==> config.mk <==
export PLATFORM = sky130hd
export DESIGN_NAME = dcc_top
export DESIGN_NICKNAME = d
export VERILOG_FILES = /design/src/dcc_pkg.sv /design/src/dcc_top.sv
export SDC_FILE = /design/constraint.sdc
export NUM_CORES = 1
export LEC_CHECK = 0
export BUFFER_PORTS_ARGS = -buffer_cell sky130_fd_sc_hd__buf_2
export CAP_MARGIN = 40
export CORE_MARGIN = 8
export CORE_UTILIZATION = 40
export CTS_BUF_LIST = sky130_fd_sc_hd__clkbuf_2
export CTS_CLUSTER_DIAMETER = 30
export DETAILED_ROUTE_END_ITERATION = 8
export PLACE_DENSITY_LB_ADDON = 0.25
export REMOVE_ABC_BUFFERS = 1
export SETUP_SLACK_MARGIN = 0.02
export SYNTH_ARGS = -nofsm -noshare
export SYNTH_HDL_FRONTEND = slang
export SYNTH_SLANG_ARGS = --single-unit
==> constraint.sdc <==
create_clock -name sys_clk -period 1.8 [get_ports sys_clk]
set_input_delay 0.54 -clock sys_clk [delete_from_list [all_inputs] [get_ports sys_clk]]
set_output_delay 0.54 -clock sys_clk [all_outputs]
set_load 0.05 [all_outputs]
==> src/dcc_pkg.sv <==
package dcc_pkg;
  // ==========================================================
  // Register map, byte addresses on the Avalon slave
  localparam logic [4:0] DCC_OFS_CTRL   = 5'h00;
  localparam logic [4:0] DCC_OFS_FLAGS  = 5'h04;
  localparam logic [4:0] DCC_OFS_ENABLE = 5'h08;
  localparam logic [4:0] DCC_OFS_PRIO   = 5'h0c;
  localparam logic [4:0] DCC_OFS_CORE   = 5'h10;
  localparam logic [4:0] DCC_OFS_PCFG   = 5'h14;
  localparam logic [4:0] DCC_OFS_DIR    = 5'h18;
  localparam logic [4:0] DCC_OFS_PORT   = 5'h1c;

  // ==========================================================
  // Field positions
  localparam int DCC_BIT_OUT2    = 7;
  localparam int DCC_BIT_OUT1    = 6;
  localparam int DCC_BIT_INV2    = 5;
  localparam int DCC_BIT_INV1    = 4;
  localparam int DCC_BIT_SWITCH  = 3;
  localparam int DCC_BIT_CHANGE  = 6;
  localparam int DCC_BIT_GLOBAL  = 7;
  localparam int DCC_BIT_PERIPH  = 6;
  localparam int DCC_PIN_OUT1    = 4;
  localparam int DCC_PIN_OUT2    = 5;

  // ==========================================================
  // Reset values
  localparam logic [5:0] DCC_RST_CTRL = 6'h07;
  localparam logic [3:0] DCC_RST_PCFG = 4'h0;
  localparam logic [5:0] DCC_RST_DIR  = 6'h3f;

  // ==========================================================
  // Comparator modes
  typedef enum logic [2:0] {
    DCC_M_RESET   = 3'h0,
    DCC_M_ONE_IND = 3'h1,
    DCC_M_TWO_IND = 3'h2,
    DCC_M_COM_OUT = 3'h3,
    DCC_M_COM_REF = 3'h4,
    DCC_M_ONE_OUT = 3'h5,
    DCC_M_FOUR_MX = 3'h6,
    DCC_M_OFF     = 3'h7
  } dcc_mode_e;

  // Power of each comparator per mode, {cmp2, cmp1}
  function automatic logic [1:0] dcc_power(input dcc_mode_e m);
    unique case (m)
      DCC_M_RESET, DCC_M_OFF:     dcc_power = 2'h0;
      DCC_M_ONE_IND, DCC_M_ONE_OUT: dcc_power = 2'h1;
      default:                    dcc_power = 2'h3;
    endcase
  endfunction

  // Modes whose outputs are muxed onto the port pins
  function automatic logic dcc_pin_route(input dcc_mode_e m);
    dcc_pin_route = (m == DCC_M_COM_OUT) || (m == DCC_M_ONE_OUT);
  endfunction
endpackage

==> src/dcc_top.sv <==
// Design decisions made here: the Avalon-MM register port and the placing of the registers.
`timescale 1ns/1ps

// Notes on behaviour
// - Eight modes chosen by a 3-bit field in the control register.
// - Raw result high when plus input exceeds minus input, else low.
// - Internal reference usable only in mode 110, on both plus inputs.
// - Both outputs read back in control bits 7:6; writes ignored.
// - Pin-routing modes drive pins straight from comparators, unsynchronized; two in mode 011, only the first in mode 101.
// - Port direction bits still gate whether those pins drive.
// - Per-comparator invert bit complements reported and pin output.
// - Flag sets whenever either comparator output changes.
// - Software write of zero clears flag; write of one sets it.
// - Request only when flag and all three enables set; flag sets anyway.
// - Change coinciding with a control access may not set the flag.
// - Mismatch keeps setting flag until a control access ends it.
// - Comparators run in sleep; enabled change interrupt wakes device.
// - Waking from sleep leaves the control register unchanged.
// - Reset returns control register with mode 111, both off.
// - Input pins analog after reset, then follow low port-config bits.
// - Port read returns zero for every analog-configured pin.
// - In mode 110 the switch bit picks which input pin pair is used.
// - Invert 2 at bit 5, invert 1 at bit 4; outputs reset 0, mode 111.
module dcc_top (
  input  wire logic        sys_clk,
  input  wire logic        rst,
  input  wire logic [4:0]  avs_address,
  input  wire logic        avs_read,
  input  wire logic        avs_write,
  input  wire logic [31:0] avs_writedata,
  output logic      [31:0] avs_readdata,
  output logic             avs_waitrequest,
  input  wire logic        cmp1Raw,
  input  wire logic        cmp2Raw,
  input  wire logic [5:0]  portPinsIn,
  input  wire logic        sleepMode,
  output logic             cmp1PowerOn,
  output logic             cmp2PowerOn,
  output logic             useIntRef,
  output logic             inputSwitch,
  output logic             cmp1PinOut,
  output logic             cmp1PinOe,
  output logic             cmp2PinOut,
  output logic             cmp2PinOe,
  output logic             irqRequest,
  output logic             irqHighPrio,
  output logic             wakeRequest
);
  import dcc_pkg::*;

  // ==========================================================
  // State
  typedef struct packed {
    dcc_mode_e   mode;
    logic        sw;
    logic [1:0]  inv;
    logic [1:0]  outs;
    logic [1:0]  latched;
    logic        flag;
    logic        enable;
    logic        prio;
    logic        global_irq_enable;
    logic        peripheral_irq_enable;
    logic [3:0]  pcfg;
    logic [5:0]  dir;
    logic        waitReq;
    logic [31:0] rdata;
    logic [3:0]  ana;
    logic        irq;
    logic        wake;
    logic [1:0]  pwr;
    logic        refSel;
    logic        swOut;
    logic [1:0]  pinOe;
  } dcc_state_s;

  dcc_state_s st_r;
  dcc_state_s st_nxt;
  logic [1:0] rawOut;
  logic [1:0] power;
  logic       route;
  logic       done;
  logic       ctrlHit;
  logic       mismatch;

  // ==========================================================
  // Live result path
  // raw polarity: the analog core drives 1 for plus above minus
  // invert applied before both readback and pins
  assign power  = dcc_power(st_r.mode);
  assign route  = dcc_pin_route(st_r.mode);
  assign rawOut = {cmp2Raw ^ st_r.inv[1], cmp1Raw ^ st_r.inv[0]} & power;

  // Handshake completes on the edge where waitrequest is seen low
  assign done    = (avs_read || avs_write) && !st_r.waitReq;
  assign ctrlHit = done && (avs_address == DCC_OFS_CTRL);
  // mismatch against the last latched values
  assign mismatch = (st_r.outs != st_r.latched);

  // ==========================================================
  // Next-state logic
  always_comb begin
    st_nxt = st_r;
    st_nxt.outs = rawOut;
    // One wait state, then the access completes
    st_nxt.waitReq = !((avs_read || avs_write) && st_r.waitReq);
    // analog mask follows the port configuration bits
    st_nxt.ana = ~st_r.pcfg;

    // Read data is prepared in the wait cycle and held
    if ((avs_read || avs_write) && st_r.waitReq) begin
      st_nxt.rdata = 32'h0;
      unique case (avs_address)
        // status bits come from live outputs
        DCC_OFS_CTRL:   st_nxt.rdata[7:0] = {st_r.outs[1], st_r.outs[0], st_r.inv[1],
                                             st_r.inv[0], st_r.sw, st_r.mode};
        DCC_OFS_FLAGS:  st_nxt.rdata[DCC_BIT_CHANGE] = st_r.flag;
        DCC_OFS_ENABLE: st_nxt.rdata[DCC_BIT_CHANGE] = st_r.enable;
        DCC_OFS_PRIO:   st_nxt.rdata[DCC_BIT_CHANGE] = st_r.prio;
        DCC_OFS_CORE:   st_nxt.rdata[7:6] = {st_r.global_irq_enable, st_r.peripheral_irq_enable};
        DCC_OFS_PCFG:   st_nxt.rdata[3:0] = st_r.pcfg;
        DCC_OFS_DIR:    st_nxt.rdata[5:0] = st_r.dir;
        // analog pins read back as zero
        DCC_OFS_PORT:   st_nxt.rdata[5:0] = portPinsIn & {2'h3, ~st_r.ana};
        default:        st_nxt.rdata = 32'h0;
      endcase
    end

    // Register writes at the completing edge
    if (done && avs_write) begin
      unique case (avs_address)
        // field layout; output bits not writable
        DCC_OFS_CTRL: begin
          st_nxt.inv  = {avs_writedata[DCC_BIT_INV2], avs_writedata[DCC_BIT_INV1]};
          st_nxt.sw   = avs_writedata[DCC_BIT_SWITCH];
          // mode field selects one of eight
          st_nxt.mode = dcc_mode_e'(avs_writedata[2:0]);
        end
        // software write sets or clears the flag
        DCC_OFS_FLAGS:  st_nxt.flag   = avs_writedata[DCC_BIT_CHANGE];
        DCC_OFS_ENABLE: st_nxt.enable = avs_writedata[DCC_BIT_CHANGE];
        DCC_OFS_PRIO:   st_nxt.prio   = avs_writedata[DCC_BIT_CHANGE];
        DCC_OFS_CORE: begin
          st_nxt.global_irq_enable  = avs_writedata[DCC_BIT_GLOBAL];
          st_nxt.peripheral_irq_enable = avs_writedata[DCC_BIT_PERIPH];
        end
        DCC_OFS_PCFG: st_nxt.pcfg = avs_writedata[3:0];
        DCC_OFS_DIR:  st_nxt.dir  = avs_writedata[5:0];
        default:      st_nxt.pcfg = st_r.pcfg;
      endcase
    end

    // latch outputs on any control access
    // a change that landed on the edge before is absorbed into the latch
    if (ctrlHit) begin
      st_nxt.latched = st_r.outs;
    end

    // set wins over a software clear in the same cycle
    // the flag keeps setting while the mismatch persists
    if (mismatch && !ctrlHit) begin
      st_nxt.flag = 1'b1;
    end

    // Decoded outputs come from the next state, so the flops track the
    // register with no extra lag and the ports stay glitch free
    st_nxt.pwr      = dcc_power(st_nxt.mode);
    st_nxt.refSel   = (st_nxt.mode == DCC_M_FOUR_MX);
    st_nxt.swOut    = st_nxt.refSel && st_nxt.sw;
    st_nxt.pinOe[0] = dcc_pin_route(st_nxt.mode) && !st_nxt.dir[DCC_PIN_OUT1];
    st_nxt.pinOe[1] = dcc_pin_route(st_nxt.mode) && !st_nxt.dir[DCC_PIN_OUT2]
                      && st_nxt.pwr[1];

    // request needs all enables; flag is set regardless
    st_nxt.irq  = st_nxt.flag && st_nxt.enable && st_nxt.peripheral_irq_enable && st_nxt.global_irq_enable;
    // wake only needs the local enable; logic runs during sleep
    st_nxt.wake = st_nxt.flag && st_nxt.enable && sleepMode;
  end

  // ==========================================================
  // State register
  // reset value; sleep never touches the control fields
  always_ff @(posedge sys_clk) begin
    if (rst) begin
      st_r         <= '0;
      st_r.mode    <= dcc_mode_e'(DCC_RST_CTRL[2:0]);
      st_r.sw      <= DCC_RST_CTRL[3];
      st_r.inv     <= DCC_RST_CTRL[5:4];
      st_r.pcfg    <= DCC_RST_PCFG;
      st_r.dir     <= DCC_RST_DIR;
      st_r.ana     <= 4'hf;
      st_r.waitReq <= 1'b1;
    end else begin
      st_r <= st_nxt;
    end
  end

  // ==========================================================
  // Outputs
  assign avs_readdata    = st_r.rdata;
  assign avs_waitrequest = st_r.waitReq;
  assign cmp1PowerOn     = st_r.pwr[0];
  assign cmp2PowerOn     = st_r.pwr[1];
  // reference only in the four-input mode
  assign useIntRef       = st_r.refSel;
  // switch meaningful only in mode 110
  assign inputSwitch     = st_r.swOut;
  assign irqRequest      = st_r.irq;
  assign irqHighPrio     = st_r.prio;
  assign wakeRequest     = st_r.wake;

  // pins are the unsynchronized comparator result, not a flop
  assign cmp1PinOut = rawOut[0];
  assign cmp2PinOut = rawOut[1];
  // a direction bit of 0 means drive
  assign cmp1PinOe  = st_r.pinOe[0];
  assign cmp2PinOe  = st_r.pinOe[1];
endmodule

==> impl_metrics.toml <==
[drt]
route.vias.total = 2013
drc = 0
detail-route-antenna-nets = 0
initialDrtViolationCount = 80
wl_per_cell_um = 14.55
drt_pass1_iterations = 4
routed_wl_mm = 5.938
avgViaCountPerCell = 4.934

[cells_and_area]
antenna_cells = 0
nets = 382
fin_util_pct = 48.84
fin_area_sq_mm = 0.002840
n_fill_cell = 573
multi_input_area_sq_mm = 0.001267
drive_gt1_share_pct = 31.83
area_growth_pct = 19.54
seqCellArea_sq_um = 933.4

[hold_path]
hold_class = "primary input to flop"
holdPathEnd = "st_r[64]$_SDFFE_PP0P_"
min_from = "avs_writedata[4]"
hold_depth = 3

[timing]
rsz0062_at_grt = "yes"
period_needed_ns = 1.901
drv_slew = 0
fmaxAchievable_mhz = 526.1
setup_viol = 2
hold_viol = 0
fin_crit_sh_pct = 105.6
setup_slack_ns = -0.1007
fin_skew_ns = 0.02758

[synthesis]
synthCells = 269
syn_area_sq_mm = 0.002376
synth_compound_area_share_pct = 11.43
yosys.area.top_type = "dfxtp_1"
synthXorXnorAreaFrac_pct = 2.212
synth_edf_count = 0
yosysUniqueCellTypes = 46
synthArstFlopShare_pct = 0
synth.avg_cell_area_sq_um = 8.833
ys_ff_latch = 46
ys_top_cells_by_count = "dfxtp_1, buf_4, nand2_1"
ys_seq_area_share_pct = 38.76
synth_top_family_by_area = "simple AND/OR/NAND/NOR gates"
ys.warnings.count = 0
yosysMostFrequentCell = "dfxtp_1"
yosys-top-cells-area = "dfxtp_1, buf_4, mux2i_1"
yosys.area_share.simple_pct = 26.01
synthAdderAreaFrac_pct = 0
synth_top_area_share_pct = 38.76
synthMuxAreaShare_pct = 8.425
synthFlopType = "dfxtp_1"

[critical_path]
reg2reg_slack_ns = 0.19
critPathKind = "flop to output pin"
r2r_start = "avs_waitrequest$_SDFF_PP1_"
cp.buffers_inverters = 1
endpoint_kind = "output pin"
critPathLaunchType = "flop"
slowest_delay_ns = 0.42
cp_slowest_cell = "dfxtp_4"
crit_family = "flip-flops"
reg2regPathDepth = 5
path_cells = "and3_4 -> nor3_4 -> buf_6"
r2r-end = "wakeRequest$_SDFF_PP0_"
worstPathRequired_ns = 1.26
arrival_ns = 1.36
critical_path.max_fanout = 4

[clock_network]
cts_sinks = 46
clockRootBuffer = "clkbuf_2"
cts_buffer_depth = 2
cts_hold_buf = 0
tritoncts = "yes"
clk_latency_ns = 0.42
htree_levels = 2
cts_buffers = 5
path_clk_slew_ns = 0.23

[place]
gp_congestion = 0.8708
portBuffers = 45
pre_cts_slack_ns = -0.05050
place_area_sq_mm = 0.002686
hpwl_mm = 4.623

[grt]
grt_max_degree = 22
gr-total-overflow = 0
antenna_found_initial = 0
grt_pass1_wl_mm = 9.729
groute.usage.overall_pct = 13.76
grt_pass1_vias = 2026

[pwr]
power-per-cell-area_mw_per_mm2 = 618.6
leakagePower_nw = 1.328
power_mw = 1.757
max-vdd-ir-drop_uv = 292.2

[flow_run]
max_cap_viol_count = 0

[floorplan]
die_y_um = 93.07
initial_core_util_pct = 40.86
die_area_sq_mm = 0.008662
ioPinCount = 94
std_cell_rows = 28
die_x_um = 93.07
coreArea_sq_mm = 0.005816

[status]
status = "complete, but fails checks"
violations = "negative setup slack"
==> worst max-delay path by stage <==
| stage | endpoint | startpoint | slack (ns) | cells past startpoint |
|---|---|---|---|---|
| 2_1_floorplan | cmp1PinOut | cmp1Raw | -0.45 | 2 |
| 3_3_place_gp | cmp1PinOut | cmp1Raw | -0.02 | 4 |
| 3_5_place_dp | irqRequest$_SDFF_PP0_ | avs_address[4] | -0.05 | 6 |
| 4_1_cts | cmp1PinOut | st_r[68]$_SDFF_PP1_ | -0.12 | 3 |
| 5_1_grt | cmp1PinOut | st_r[68]$_SDFF_PP1_ | -0.16 | 3 |
| 6_report | cmp1PinOut | st_r[68]$_SDFF_PP1_ | -0.10 | 3 |
==> power by group <==
group	leakage, nW	switching [mW]	internal (mW)
registers	0.372	0.00515	1.02
logic	0.926	0.222	0.0850
clock network	0.0304	0.328	0.0956
==> metrics by stage <==
step	instances	setup TNS (ns)	hold WS (ns)
floorplan	245	-1.477	0.3825
global placement	393	-0.01710	0.3994
detailed placement	393	-0.1237	0.4037
CTS	406	-0.2290	0.3056
global route	408	-0.3236	0.2915
finish	408	-0.1626	0.3221
==> layout make-up <==
| type | instances | area share [%] |
|---|---|---|
| tap | 75 | 3.304 |
| clock inverter | 2 | 0.3084 |
| timing repair buffer | 80 | 17.71 |
| sequential | 46 | 32.86 |
| inverter | 1 | 0.1322 |
| clock buffer | 6 | 1.057 |
| multi-input combinational | 198 | 44.63 |
==> worst min-delay path: cells and delay by family <==
family                 cells  cell delay, ns
and+or+nand+nor            1            0.05
AOI/OAI and AO/OA          1            0.05
buffers and inverters      1            0.11
==> flip-flops by register name (all words and copies together) (netlist names) <==
name / count
avs_readdata: 8
avs_waitrequest: 1
cmp1PinOe: 1
cmp1PowerOn: 1
cmp2PinOe: 1
cmp2PowerOn: 1
inputSwitch: 1
irqHighPrio: 1
irqRequest: 1
st_r: 28
useIntRef: 1
wakeRequest: 1
==> cell families after synthesis <==
| family | Yosys count |
|---|---|
| multiplexers | 20 |
| AO/OA/AOI/OAI | 37 |
| XOR/XNOR | 6 |
| flip-flops | 46 |
| AND/OR/NAND/NOR | 111 |
| other | 1 |
| buffers and inverters | 48 |
==> cell usage in the layout (no fill, tap or decap), types with 8 or more instances in the layout <==
cell | synthesis | final
conb_1 | 1 | 24
dfxtp_1 | 46 | 42
nor2b_1 | 10 | 10
mux2i_1 | 20 | 20
nor2_1 | 16 | 16
nand2_1 | 22 | 22
nand3_1 | 18 | 18
buf_2 | 7 | 42
a21oi_1 | 8 | 8
buf_4 | 32 | 35
==> metal layers <==
metal / up-vias / global-route usage (%) / part of all wire (%)
met5: - / 0 / 0
met4: 0 / 4.161 / 1.4
met3: 9 / 3.926 / 7.0
met2: 50 / 22.60 / 47
met1: 945 / 17.01 / 44
li1: 1009 / - / -
==> timing repair <==
action,CTS,global route
setup endpoints to repair,2,3
endpoints found under the hold margin,0,0
cloned,0,0
resized for setup,17,2
buffers inserted,5,2
pin swaps,3,1
No activity file was read; power rests on OpenSTA's default activity.
